==> config.mk <==
export PLATFORM = sky130hd
export DESIGN_NAME = pfsa_ctrl
export DESIGN_NICKNAME = d
export VERILOG_FILES = /design/src/hw/pfsa_ctrl.v
export VERILOG_INCLUDE_DIRS = /design/src /design/src/hw
export SDC_FILE = /design/constraint.sdc
export NUM_CORES = 1
export LEC_CHECK = 0
export BUFFER_PORTS_ARGS = -buffer_cell sky130_fd_sc_hd__buf_4
export CORE_UTILIZATION = 40
export DETAILED_ROUTE_END_ITERATION = 16
export PLACE_DENSITY = 0.76
export SETUP_SLACK_MARGIN = 0.3
export SKIP_CTS_REPAIR_TIMING = 1
export SYNTH_ARGS = -nofsm -noshare
export SYNTH_HDL_FRONTEND = slang
export SYNTH_SLANG_ARGS = --single-unit
==> constraint.sdc <==
create_clock -name hclk -period 2.63 [get_ports hclk]
set_clock_uncertainty 0.05 [all_clocks]
set_input_delay 0.1315 -clock hclk [delete_from_list [all_inputs] [get_ports hclk]]
set_output_delay 0.1315 -clock hclk [all_outputs]
set_load 0.1 [all_outputs]
==> src/hw/pfsa_defines.vh <==
// Purpose: constants of the program flash self access block
// Assumes: 10 MHz hclk, 32-bit AHB-Lite register bus
// Notes: register byte address is four times its index
`ifndef PFSA_DEFINES_VH
`define PFSA_DEFINES_VH

// ==========================================================
// register indices (byte address = index * 4)
`define PFSA_IDX_CTRL 10'h093
`define PFSA_IDX_UNLOCK 10'h094
`define PFSA_IDX_DATL 10'h095
`define PFSA_IDX_DATH 10'h096
`define PFSA_IDX_ADRL 10'h097
`define PFSA_IDX_ADRH 10'h098

// ==========================================================
// field positions and reset values
`define PFSA_CTRL_RD 0
`define PFSA_CTRL_WR 1
`define PFSA_CTRL_PERMIT 2
`define PFSA_CTRL_FIXED1 7
`define PFSA_ADRH_W 3
`define PFSA_DATH_W 6
`define PFSA_RST_BYTE 8'h00
`define PFSA_RST_WORD 14'h0000
`define PFSA_KEY1 8'h55
`define PFSA_KEY2 8'hAA
`define PFSA_LAST_WORD 2'h3
`define PFSA_FLASH_TOP 13'h07FF

// ==========================================================
// timing
`define PFSA_CLK_MHZ 10
`define PFSA_SETUP_CYC 2
`define PFSA_ERASE_TIME_US 4000
`define PFSA_PROG_TIME_US 2000
`define PFSA_PWRT_TIME_US 64000

// ==========================================================
// write-protect selections
`define PFSA_WP_ALL 2'h0
`define PFSA_WP_HALF 2'h1
`define PFSA_WP_LOW 2'h2
`define PFSA_WP_HALF_TOP 13'h03FF
`define PFSA_WP_LOW_TOP 13'h00FF

`endif

==> src/hw/pfsa_ctrl.v <==
// Purpose: program flash self read and self write controller
// Assumes: one hclk domain, flash array answers a read next cycle
// Notes: zero-wait writes, one-wait reads on the register bus
`timescale 1ns/10ps
`include "pfsa_defines.vh"

// Contract
// - data pair: low register bits 7..0, high register upper six bits
// - flash address built from high byte and low byte registers
// - array holds 2K words 0000h-07FFh; address pair spans the same 2K
// - single word reads, four word group writes
// - last word write erases row then programs, no erase command
// - write duration timed by internal timer
// - code protection still allows core reads and writes
// - write-protect setting blocks writes to regions, reads allowed
// - code protect denies external serial programmer all access
// - high address register keeps bits 2..0, rest read zero
// - software only sets triggers; hardware clears them at completion
// - write permit at control bit 2, zero at power-up, inhibits writes
// - unlock port has no storage, reads zero, serves unlock only
// - fetched word lands in data registers next cycle and holds
// - read completes in two cycles then trigger clears itself
// - control bit 7 reads one, bits 6..3 read zero
// - high data register bits 5..0 valid, bits 7..6 read zero
// - low address bits 11 erase and program; others only buffer
// - two setup cycles after write trigger before erase or write
module pfsa_ctrl #(
  parameter ERASE_CYC = `PFSA_ERASE_TIME_US * `PFSA_CLK_MHZ,
  parameter PROG_CYC = `PFSA_PROG_TIME_US * `PFSA_CLK_MHZ,
  parameter PWRT_CYC = `PFSA_PWRT_TIME_US * `PFSA_CLK_MHZ
) (
  input wire hclk,
  input wire hresetn,
  input wire hsel,
  input wire [31:0] haddr,
  input wire [1:0] htrans,
  input wire hwrite,
  input wire [2:0] hsize,
  input wire [31:0] hwdata,
  input wire hready,
  output reg [31:0] hrdata,
  output wire hreadyout,
  output wire hresp,
  output reg [10:0] flash_addr,
  output reg flash_rd_en,
  input wire [13:0] flash_rdata,
  output reg flash_erase,
  output reg flash_prog,
  output wire [55:0] flash_wdata,
  input wire [1:0] write_protect_select,
  input wire code_protect_n,
  input wire serial_programming_port_req,
  output wire serial_programming_port_grant,
  output wire core_hold
);

  // ==========================================================
  // states
  localparam ST_IDLE = 3'h0;
  localparam ST_RDA = 3'h1;
  localparam ST_RDB = 3'h2;
  localparam ST_SETUP = 3'h3;
  localparam ST_ERASE = 3'h4;
  localparam ST_PROG = 3'h5;

  // ==========================================================
  // registers
  reg [7:0] flash_address_low_q;
  reg [2:0] flash_address_high_q;
  reg [7:0] flash_data_low_q;
  reg [5:0] flash_data_high_q;
  reg write_permit_q;
  reg rd_trig_q;
  reg wr_trig_q;
  reg [1:0] unlock_q;
  reg [2:0] state_q;
  reg [19:0] timer_q;
  reg [19:0] pwrt_q;
  reg pwrt_done_q;
  reg [13:0] buf_q [0:3];
  reg [1:0] wp_s1_q;
  reg [1:0] wp_q;
  reg cp_s1_q;
  reg cp_n_q;
  reg ser_s1_q;
  reg ser_q;

  // bus pipeline
  reg wr_pend_q;
  reg [9:0] wr_idx_q;
  reg rd_wait_q;
  reg [9:0] rd_idx_q;

  wire [12:0] full_addr;
  wire in_array;
  wire wp_hit;
  wire bus_req;
  wire do_wr;
  wire [7:0] wbyte;
  wire wr_ctrl;
  wire wr_unlock;
  wire wr_start;
  wire rd_start;
  wire read_done;
  wire setup_last;
  wire wr_done_c;
  reg wp_hit_c;

  // ==========================================================
  // configuration inputs, two-stage synchronised
  always @(posedge hclk or negedge hresetn) begin
    if (!hresetn) begin
      wp_s1_q <= 2'h0;
      wp_q <= 2'h0;
      cp_s1_q <= 1'b0;
      cp_n_q <= 1'b0;
      ser_s1_q <= 1'b0;
      ser_q <= 1'b0;
    end else begin
      wp_s1_q <= write_protect_select;
      wp_q <= wp_s1_q;
      cp_s1_q <= code_protect_n;
      cp_n_q <= cp_s1_q;
      ser_s1_q <= serial_programming_port_req;
      ser_q <= ser_s1_q;
    end
  end

  // external programmer blocked while protected
  assign serial_programming_port_grant = ser_q & cp_n_q;

  // ==========================================================
  // power-up write lockout
  always @(posedge hclk or negedge hresetn) begin
    if (!hresetn) begin
      pwrt_q <= 20'h00000;
      pwrt_done_q <= 1'b0;
    end else if (!pwrt_done_q) begin
      pwrt_q <= pwrt_q + 20'h00001;
      pwrt_done_q <= (pwrt_q == PWRT_CYC[19:0] - 20'h00001);
    end
  end

  // ==========================================================
  // address and protection
  assign full_addr = {2'h0, flash_address_high_q, flash_address_low_q};
  assign in_array = (full_addr <= `PFSA_FLASH_TOP);

  always @* begin
    case (wp_q)
      `PFSA_WP_ALL: wp_hit_c = 1'b1;
      `PFSA_WP_HALF: wp_hit_c = (full_addr <= `PFSA_WP_HALF_TOP);
      `PFSA_WP_LOW: wp_hit_c = (full_addr <= `PFSA_WP_LOW_TOP);
      default: wp_hit_c = 1'b0;
    endcase
  end
  // code protect plays no part in core access
  assign wp_hit = wp_hit_c;

  // ==========================================================
  // AHB-Lite slave: writes zero wait, reads one wait state
  assign bus_req = hsel & hready & htrans[1];
  assign hreadyout = ~rd_wait_q;
  assign hresp = 1'b0;
  assign do_wr = wr_pend_q;
  assign wbyte = hwdata[7:0];
  assign wr_ctrl = do_wr & (wr_idx_q == `PFSA_IDX_CTRL);
  assign wr_unlock = do_wr & (wr_idx_q == `PFSA_IDX_UNLOCK);

  always @(posedge hclk or negedge hresetn) begin
    if (!hresetn) begin
      wr_pend_q <= 1'b0;
      wr_idx_q <= 10'h000;
      rd_wait_q <= 1'b0;
      rd_idx_q <= 10'h000;
    end else begin
      wr_pend_q <= bus_req & hwrite;
      rd_wait_q <= bus_req & ~hwrite;
      if (bus_req) begin
        wr_idx_q <= haddr[11:2];
        rd_idx_q <= haddr[11:2];
      end
    end
  end

  // read data, sampled in the wait cycle
  always @(posedge hclk or negedge hresetn) begin
    if (!hresetn) begin
      hrdata <= 32'h00000000;
    end else if (rd_wait_q) begin
      case (rd_idx_q)
        `PFSA_IDX_CTRL: begin
          hrdata <= {24'h000000, 1'b1, 4'h0, write_permit_q,
            wr_trig_q, rd_trig_q};
        end
        `PFSA_IDX_DATL: hrdata <= {24'h000000, flash_data_low_q};
        `PFSA_IDX_DATH: hrdata <= {26'h0000000, flash_data_high_q};
        `PFSA_IDX_ADRL: hrdata <= {24'h000000, flash_address_low_q};
        `PFSA_IDX_ADRH: hrdata <= {29'h00000000, flash_address_high_q};
        default: hrdata <= 32'h00000000;
      endcase
    end
  end

  // ==========================================================
  // unlock sequence tracker
  always @(posedge hclk or negedge hresetn) begin
    if (!hresetn) begin
      unlock_q <= 2'h0;
    end else if (do_wr) begin
      if (wr_unlock && wbyte == `PFSA_KEY1) begin
        unlock_q <= 2'h1;
      end else if (wr_unlock && wbyte == `PFSA_KEY2 && unlock_q == 2'h1) begin
        unlock_q <= 2'h2;
      end else begin
        unlock_q <= 2'h0;
      end
    end
  end

  // ==========================================================
  // trigger qualification
  assign rd_start = wr_ctrl & wbyte[`PFSA_CTRL_RD] & (state_q == ST_IDLE);
  assign wr_start = wr_ctrl & wbyte[`PFSA_CTRL_WR] & (state_q == ST_IDLE) &
    ~rd_start & write_permit_q & pwrt_done_q & (unlock_q == 2'h2);
  assign read_done = (state_q == ST_RDB);
  assign setup_last = (state_q == ST_SETUP) &&
    (timer_q == `PFSA_SETUP_CYC - 1);

  // control register
  always @(posedge hclk or negedge hresetn) begin
    if (!hresetn) begin
      write_permit_q <= 1'b0;
      rd_trig_q <= 1'b0;
      wr_trig_q <= 1'b0;
    end else begin
      if (wr_ctrl) begin
        write_permit_q <= wbyte[`PFSA_CTRL_PERMIT];
      end
      // set only; cleared by the sequencer
      if (rd_start) begin
        rd_trig_q <= 1'b1;
      end else if (read_done) begin
        rd_trig_q <= 1'b0;
      end
      if (wr_start) begin
        wr_trig_q <= 1'b1;
      end else if (wr_done_c) begin
        wr_trig_q <= 1'b0;
      end
    end
  end

  // ==========================================================
  // write completion: buffered or refused words finish after setup
  assign wr_done_c = setup_last ?
    ((full_addr[1:0] != `PFSA_LAST_WORD) | wp_hit | ~in_array) :
    ((state_q == ST_PROG) && (timer_q == PROG_CYC[19:0] - 20'h00001));
  assign core_hold = (state_q == ST_ERASE) | (state_q == ST_PROG);

  // ==========================================================
  // sequencer
  always @(posedge hclk or negedge hresetn) begin
    if (!hresetn) begin
      state_q <= ST_IDLE;
      timer_q <= 20'h00000;
      flash_rd_en <= 1'b0;
      flash_erase <= 1'b0;
      flash_prog <= 1'b0;
      flash_addr <= 11'h000;
    end else begin
      flash_rd_en <= 1'b0;
      flash_erase <= 1'b0;
      flash_prog <= 1'b0;
      case (state_q)
        ST_IDLE: begin
          timer_q <= 20'h00000;
          flash_addr <= full_addr[10:0];
          if (rd_start) begin
            state_q <= ST_RDA;
            flash_rd_en <= in_array;
          end else if (wr_start) begin
            state_q <= ST_SETUP;
          end
        end
        ST_RDA: state_q <= ST_RDB;
        ST_RDB: state_q <= ST_IDLE;
        ST_SETUP: begin
          timer_q <= timer_q + 20'h00001;
          if (setup_last) begin
            timer_q <= 20'h00000;
            if (wr_done_c) begin
              state_q <= ST_IDLE;
            end else begin
              state_q <= ST_ERASE;
              flash_erase <= 1'b1;
            end
          end
        end
        ST_ERASE: begin
          timer_q <= timer_q + 20'h00001;
          if (timer_q == ERASE_CYC[19:0] - 20'h00001) begin
            timer_q <= 20'h00000;
            state_q <= ST_PROG;
            flash_prog <= 1'b1;
          end
        end
        ST_PROG: begin
          timer_q <= timer_q + 20'h00001;
          if (wr_done_c) begin
            timer_q <= 20'h00000;
            state_q <= ST_IDLE;
          end
        end
        default: state_q <= ST_IDLE;
      endcase
    end
  end

  // ==========================================================
  // data registers: read result wins over a same-cycle bus write
  always @(posedge hclk or negedge hresetn) begin
    if (!hresetn) begin
      flash_data_low_q <= `PFSA_RST_BYTE;
      flash_data_high_q <= 6'h00;
      flash_address_low_q <= `PFSA_RST_BYTE;
      flash_address_high_q <= 3'h0;
    end else begin
      if (read_done) begin
        flash_data_low_q <= in_array ? flash_rdata[7:0] : 8'h00;
        flash_data_high_q <= in_array ? flash_rdata[13:8] : 6'h00;
      end else if (do_wr && wr_idx_q == `PFSA_IDX_DATL) begin
        flash_data_low_q <= wbyte;
      end else if (do_wr && wr_idx_q == `PFSA_IDX_DATH) begin
        flash_data_high_q <= wbyte[`PFSA_DATH_W-1:0];
      end
      if (do_wr && wr_idx_q == `PFSA_IDX_ADRL && state_q == ST_IDLE) begin
        flash_address_low_q <= wbyte;
      end
      if (do_wr && wr_idx_q == `PFSA_IDX_ADRH && state_q == ST_IDLE) begin
        flash_address_high_q <= wbyte[`PFSA_ADRH_W-1:0];
      end
    end
  end

  // ==========================================================
  // four-word write buffer
  integer i;
  always @(posedge hclk or negedge hresetn) begin
    if (!hresetn) begin
      for (i = 0; i < 4; i = i + 1) begin
        buf_q[i] <= `PFSA_RST_WORD;
      end
    end else if (setup_last && !wp_hit && in_array) begin
      buf_q[full_addr[1:0]] <= {flash_data_high_q, flash_data_low_q};
    end
  end

  genvar g;
  generate
    for (g = 0; g < 4; g = g + 1) begin : g_wdata
      assign flash_wdata[g*14 +: 14] = buf_q[g];
    end
  endgenerate

endmodule // pfsa_ctrl

## After elaboration in Yosys (flattened, before gate mapping)

Index checks and enable logic that the tools add are counted.
Widths: inputs -> output; s select.

- $add $sub $neg: 2
- Muxes and demuxes: 38
- Reductions and logical operators: 24
- Bitwise operators: 23
- Order comparisons: 5
- Eq/ne operators: 27

Operator list:

| kind | count |
|---|---|
| $pmux 20 s4 | 1 |
| $eq 10x8->1 const B | 6 |
| $mux 20 | 3 |
| $bwmux 56 | 1 |
| $add 20x1->20 const B | 2 |
| $pmux 8 s5 | 1 |
| $demux 14 s2 | 1 |
| $mux 6 | 4 |
| $mux 8 | 3 |
| $eq 20x1->1 const B | 1 |
| $eq 20x15->1 const B | 1 |
| $eq 20x16->1 const B | 1 |
| $eq 20x20->1 const B | 1 |
| $mux 3 | 6 |
| $and 1x1->1 | 15 |
| $pmux 3 s5 | 1 |
| $logic_and 1x1->1 | 14 |
| $mux 14 | 1 |
| $mux 1 | 13 |
| $le 11x10->1 const B | 1 |
| $le 11x11->1 const B | 1 |
| $le 11x8->1 const B | 1 |
| $eq 8x7->1 const B | 1 |
| $eq 8x8->1 const B | 1 |
| 22 further kinds | 38 |

- Output and inout bits: 106
- Flip-flop bits (word level): 196

## Longest topological paths before layout

Gate-level depths: netlist of run 1.

- Depth after elaboration: 12
- Gate-level depth with buffers: 8
- Gate-level depth less buffers: 7

## Worst setup path before layout of run 1

OpenSTA, ideal clock, no wires.

- Path kind: reg-to-reg
- Start point: register timer_q[7]
- End point: register buf_q (netlist bit flash_wdata[32])
- Arrival time: 2.358 ns
- Stages on the path, launching flop included: 8
- Data required time: 2.455 ns
- Library setup time: 0.125 ns
- Path slack: 0.097 ns
- Path buffers: 1
- Cells stage by stage: dfrtp_1 or4_1 or3_4 nor4_4 and2_4 nand3b_4 buf_6 mux2_4

- Longest elaborated chain between the ends: 4

RTL lines:

| what | line | text |
|---|---|---|
| start, declared | pfsa_ctrl.v:77 | `reg [19:0] timer_q;` |
| start signal, assigned | pfsa_ctrl.v:289 | `timer_q <= timer_q + 20'h00001;` |
| start signal, assigned | pfsa_ctrl.v:301 | `timer_q <= timer_q + 20'h00001;` |
| start signal, assigned | pfsa_ctrl.v:309 | `timer_q <= timer_q + 20'h00001;` |
| $eq 20x1->1 | pfsa_ctrl.v:228 | `` (timer_q == `PFSA_SETUP_CYC - 1); `` |
| $logic_and 1x1->1 | pfsa_ctrl.v:227 | `assign setup_last = (state_q == ST_SETUP) &&` |
| $logic_and 1x1->1 (2 in a row) | pfsa_ctrl.v:354 | `end else if (setup_last && !wp_hit && in_array) begin` |
| end signal, assigned by index | pfsa_ctrl.v:352 | `` buf_q[i] <= `PFSA_RST_WORD; `` |
| end signal, assigned by index | pfsa_ctrl.v:355 | `buf_q[full_addr[1:0]] <= {flash_data_high_q, flash_data_low_q};` |
| end, declared | pfsa_ctrl.v:80 | `reg [13:0] buf_q [0:3];` |

No other way between the ends.
A chain may end at the register's enable or synchronous reset.

## Worst setup path after layout of run 1

- Start point: register timer_q[7]
- End point: register buf_q (netlist bit flash_wdata[22])

Same word-level chain as after synthesis.

==> metrics, run 1 <==
Fin. Hold Viols 2; Adder-Cell Fraction of Synth Area 0.00484; largest net degree at the start of global routing 64; Core Rows 50; Leakage between 4 and 5 nW; area of the core 0.0188 mm2; CTS tree done; GRT Overall Usage 0.195; worst reg2reg path endpoint flash_wdata[22]; Die Wd 141 um; mux contribution to synthesized area 0.142; clock sinks around 170; largest family of logic cells by synthesized area simple AND/OR/NAND/NOR gates; total I/O pin count 198; Worst EP required approximately 2.9 ns; PortBufs approximately 120; die area ~0.02 mm2; Routed Antenna Nets 0; area leader, netlist dfrtp_1; clock tree buffer depth 2; xor/xnor cell area share of the yosys netlist 0.0249; H-tree levels 4; wire per inst between 15 and 20 um; reg2reg setup slack ~0.077 ns; mean post-synth cell area roughly 12 um2; Synth top cells by count dfrtp_1, nand2_1, mux2_2, nor2_1, buf_4; worst hold path class in2reg; Yosys top cell area share 0.556; non-filler cells in the finished layout roughly 1,100; slew margin rel. 0.590; Core Util, Final 0.556; Starting Density 0.411; failing checks negative hold slack; share of layout cells above drive strength 1 0.368; cell count of the worst hold path 3; CP Launch Type register; RSZ-0062 raised after global routing true; total gr overflow 0; Async S/R FF share, synth 1.00; gpl congestion between 0.8 and 0.9; ant diodes 0; area of the multi-input gates 0.00345 mm2; Yosys cell types slightly above 60; post-route setup TNS 0 ns; Die Height 141 um; crit end category register; hpwl dp roughly 13,000 um; vias in the first global route around 5,600; sequential fraction of the synthesis area 0.556; simple-gate area share of the yosys netlist 0.150; Synth Register Bits between 150 and 200; Cell Area, Synth between 0.007 and 0.008 mm2; worst setup path category reg2reg; TritonRoute pass-1 iters 4; Fillers about 1,500; Layout area overhead 35.2%; Final Slew Violations 0; top_reg_cell synth dfrtp_1; worst-skew pair later-pin latency roughly 0.43 ns; post-route minimum period around 2.6 ns; number of synthesized flops with an enable pin 0; R2R depth 7; status finished, violations left; Synth Area in Compound Gates 0.0774; Largest stage delay, worst path 0.56 ns; power per cell area 990 mW/mm2; Initial DRC Count 460; synth top area cells dfrtp_1, mux2_2, mux2_4; Post-layout nets around 960; initial antenna violation count 0; Vias per Instance between 5 and 6; CP cell instances or4_4 > or3_4 > nor4_4 > and2_4 > nand3b_4 > buf_12 > mux2_4; count leader, synth dfrtp_1; worst vdd ir just under 0.0007 V; Remaining DRCs 0; RR Startpoint timer_q[7]; final hold slack -0.0206 ns; Final Routed Wirelength 19,400 um; Worst-Margin Slew a little over 0.6 ns; Max-cap violations 0; clock root buffer clkbuf_16; Syn Inst Count approximately 660; first-pass GRT wire length around 30,000 um; register area 0.00430 mm2; clock buffer count from CTS 17; crit path DAT 2.81 ns; fmax a little under 400 MHz; Setup-failing EPs final 0; Crit Path Max Fanout 14; via total after detailed routing between 5,000 and 6,000; critical path's slowest cell or4_4; synth warn 0; placed insts about 1,100; hold_sp flash_rdata[8]; hold path endpoint flash_data_high_q[0]; CTS clk-pin slew, worst paths ~0.070 ns; fin crit share 0.971
-- cells in the final DEF (no fill, tap or decap), drive strengths merged, types with 8 or more instances in the layout --
| cell type | netlist | final |
|---|---|---|
| nor4 | 11 | 11 |
| xnor2 | 15 | 15 |
| dfrtp | 172 | 172 |
| clkbuf | 12 | 17 |
| nor3 | 14 | 14 |
| o31ai | 8 | 8 |
| conb | 1 | 25 |
| mux2i | 16 | 16 |
| a21oi | 14 | 14 |
| dlygate4sd3 | 0 | 36 |
| mux2 | 77 | 77 |
| nand2 | 78 | 78 |
| nor2 | 34 | 34 |
| buf | 33 | 170 |
| inv | 13 | 17 |
| nand3 | 23 | 23 |
| o21ai | 24 | 24 |
| nand4 | 10 | 10 |
-- cell families after synthesis --
kind of cell | Yosys count
buf+inv | 58
xor+xnor | 22
compound gates | 88
other cells | 1
simple gates | 221
mux | 93
fa+ha+maj | 3
flops | 172
-- power breakdown --
part	switching (mW)	total (mW)	internal, mW
Clock	1.11	2.53	1.42
Combinational	3.09	4.26	1.17
Sequential	0.510	3.58	3.07
-- routing by layer --
layer	up-vias	wire length, um	track usage
met2	165	9770	0.321
met4	0	268	0.0652
met3	24	848	0.0397
met1	2957	8500	0.258
li1	2708	-	-
met5	-	0	0
-- flip-flops by register name (all words and copies together), names as in the netlist, 2 cells and up --
signal and flops:
timer_q 20, flash_data_low_q 8, wp_q 2, pwrt_q 20
flash_data_high_q 6, flash_address_high_q 3, flash_addr 11, rd_idx_q 10
state_q 3, hrdata 8, unlock_q 2, wp_s1_q 2
flash_address_low_q 8, flash_wdata 56
-- area by class of cell --
type / count / share of cell area
timing repair buffer: 206 / 0.167
clock inverter: 15 / 0.0158
sequential: 172 / 0.411
inverter: 13 / 0.00502
multi-input combinational: 453 / 0.330
clock buffer: 17 / 0.0406
tap: 260 / 0.0310
-- critical path: cells and delay by family, from the launching register on --
kind | cells | cell delay (ns)
and+or+nand+nor | 5 | 1.48
DFF | 1 | 0.42
muxes | 1 | 0.30
buffers and inverters | 1 | 0.16
-- how the worst max path moves through the flow --
stage	start	end	slack, ns	cells after the start
finish	timer_q[7]	flash_wdata[22]	0.08	7
global route	timer_q[7]	flash_wdata[22]	0.02	7
CTS	timer_q[0]	timer_q[10]	0.01	7
detailed placement	timer_q[0]	timer_q[10]	0.03	7
global placement	timer_q[7]	timer_q[19]	0.07	7
floorplan	timer_q[7]	flash_wdata[50]	0.22	7
-- per-stage QoR --
stage	power [mW]	cell area, um2	setup slack (ns)
floorplan	6.51	7890	0.220
global placement	7.51	9160	0.0729
detailed placement	7.56	9160	0.0347
CTS	10.1	9750	0.0143
global route	10.8	10500	0.0177
finish	10.4	10500	0.0768
No activity file was read; power rests on OpenSTA's default activity.
==> run 2, diff against run 1 <==
--- a/config.mk
+++ b/config.mk
@@ -9,7 +9,8 @@
 export BUFFER_PORTS_ARGS = -buffer_cell sky130_fd_sc_hd__buf_4
 export CORE_UTILIZATION = 40
 export DETAILED_ROUTE_END_ITERATION = 16
-export PLACE_DENSITY = 0.76
+export PLACE_DENSITY = 0.65
+export RECOVER_POWER = 50
 export SETUP_SLACK_MARGIN = 0.3
 export SKIP_CTS_REPAIR_TIMING = 1
 export SYNTH_ARGS = -nofsm -noshare
==> run 2 against run 1 <==
Against the previous run:
- the run ends with negative hold slack, max-capacitance violations, max-slew violations left
- total power hardly changed
- wire length is 0.28% higher
- via count is 1.3% lower
- sequential cell count stayed put
- critical path type unchanged
==> metrics, run 2 (same netlist as run 1, synthesis figures left out) <==
area of the core 0.0188 mm2 (unchanged); first-pass GRT wire length 29,600 um (-0.99%); status finished, violations left; vias in the first global route 5,399 (-3.7%); CTS tree done; via total after detailed routing 5,780 (-1.3%); Most Used Layer, Global Route met2; fmax 400 MHz (+2.2%); Worst EP required 2.89 ns (about the same); met3 Use GR 0.0414 (+0.00170); fin crit share 0.950 (-0.0209); Crit Path Max Fanout 14 (unchanged); PortBufs 122 (unchanged); Die Height 141 um (unchanged); largest net degree at the start of global routing 66 (+3.1%); worst vdd ir 0.000694 V (+0.55%); GRT met2 Usage 0.308 (-0.0128); total I/O pin count 198 (unchanged); initial antenna violation count 1 (+1); H-tree levels 4 (unchanged); Routed Antenna Nets 0 (unchanged); Worst-Margin Slew 1.65 ns (+1.03 ns); reg2reg setup slack 0.13 ns (+0.05 ns); worst-skew pair later-pin latency 0.44 ns (about the same); gpl congestion 0.823 (+0.23%); total gr overflow 0 (unchanged); Final Routed Wirelength 19,400 um (+0.28%); Fin. Hold Viols 1 (-1); post-route minimum period 2.50 ns (-0.0550 ns); CP Launch Type register; Core Rows 50 (unchanged); max reg flops 56 (unchanged); post-route setup TNS 0 ns (unchanged); worst hold path class in2reg; global-route met1 utilization 0.263 (+0.00473); Setup-failing EPs final 0 (unchanged); TritonRoute pass-1 iters 4 (unchanged); Post-layout nets 953 (-0.52%); clock root buffer clkbuf_16; Final Slew Violations 65 (+65); worst setup path category reg2reg; pre-CTS WS 0.111 ns (+0.0759 ns); RSZ-0062 raised after global routing true; Starting Density 0.411 (unchanged); final hold slack -0.0364 ns (-0.0158 ns); wire per inst 17.2 um (+0.64%); crit end category register; Layout area overhead 33.4%; worst setup margin 0.132 ns (+0.0550 ns); Remaining DRCs 0 (unchanged); hpwl dp 13,200 um (+3.4%); die area 0.0199 mm2 (unchanged); Leakage 4.82 nW (-3.2%); final instance area 0.0103 mm2 (-1.3%); power per cell area 1000 mW/mm2 (+1.3%); Power, Total 10.4 mW (about the same); crit path DAT 2.76 ns (-0.05 ns); Die Wd 141 um (unchanged); Vias per Instance 5.11 (-0.92%); clock sinks 172 (unchanged); Post-DP Area 0.00919 mm2 (+0.30%); share of layout cells above drive strength 1 0.327 (-0.0404); GRT Overall Usage 0.195 (about the same); failing checks negative hold slack, max-capacitance violations, max-slew violations; clock tree buffer depth 2 (unchanged); most common cell after layout, fill and taps aside dfrtp_1; clock buffer count from CTS 17 (unchanged); most frequent cells in the layout dfrtp_1, buf_4, nand2_1; slew margin rel. -0.0991 (-0.689); Initial DRC Count 288 (-37%); Max-cap violations 1 (+1); CTS clk-pin slew, worst paths 0.07 ns (about the same)
## run 2: changes by cell type in the layout (fill, tap and decap cells not counted), sizes merged, moves of 2 or more
cell and delta:
clkbuf +61, inv +2, clkinvlp -3, clkinv -2
buf -63
## run 2: final cells by class
| type | count | area, um2 |
|---|---|---|
| antenna | 1 | 2.50 |
| clock buffer | 20 | 467 |
| clock inverter | 12 | 145 |
| fill | 1618 | 8490 |
| inverter | 13 | 52.6 |
| multi-input combinational | 452 | 3480 |
| sequential | 172 | 4300 |
| tap | 260 | 325 |
| timing repair buffer | 202 | 1560 |
## run 2: path summary, 6_finish.rpt
| kind | from | end | depth (start not counted) |
|---|---|---|---|
| max in group asynchronous | hresetn | flash_data_low_q[2] | 3 |
| max reg2reg | timer_q[7] | flash_wdata[34] | 7 |
| min in group asynchronous | hresetn | flash_wdata[5] | 2 |
| max | timer_q[7] | flash_wdata[34] | 7 |
| min reg2reg | wp_s1_q[0] | wp_q[0] | 0 |
| min | flash_rdata[8] | flash_data_high_q[0] | 3 |
## run 2: layer usage
| layer | share of wire | vias to the layer above |
|---|---|---|
| met5 | 0 | - |
| met1 | 0.44 | 2903 |
| met4 | 0.019 | 0 |
| li1 | - | 2703 |
| met3 | 0.050 | 28 |
| met2 | 0.49 | 146 |
## run 2: worst max-delay path, stage by stage, from the launching register on
cell,delay (ns)
dfrtp_1,0.38
or4_4,0.55
or3_4,0.40
nor4_4,0.19
and2_4,0.23
nand3b_4,0.09
buf_12,0.17
mux2_4,0.31
## run 2: where the power goes
part,switching (mW),internal (mW),total (mW)
Sequential,0.516,3.07,3.59
Clock,1.11,1.50,2.61
Combinational,3.11,1.06,4.17
## run 2: metrics by stage
step,std cells,utilization
after global placement,1056,0.488
final,1132,0.549
after detailed placement,1056,0.488
after global routing,1132,0.549
after floorplan,682,-
after CTS,1088,0.520
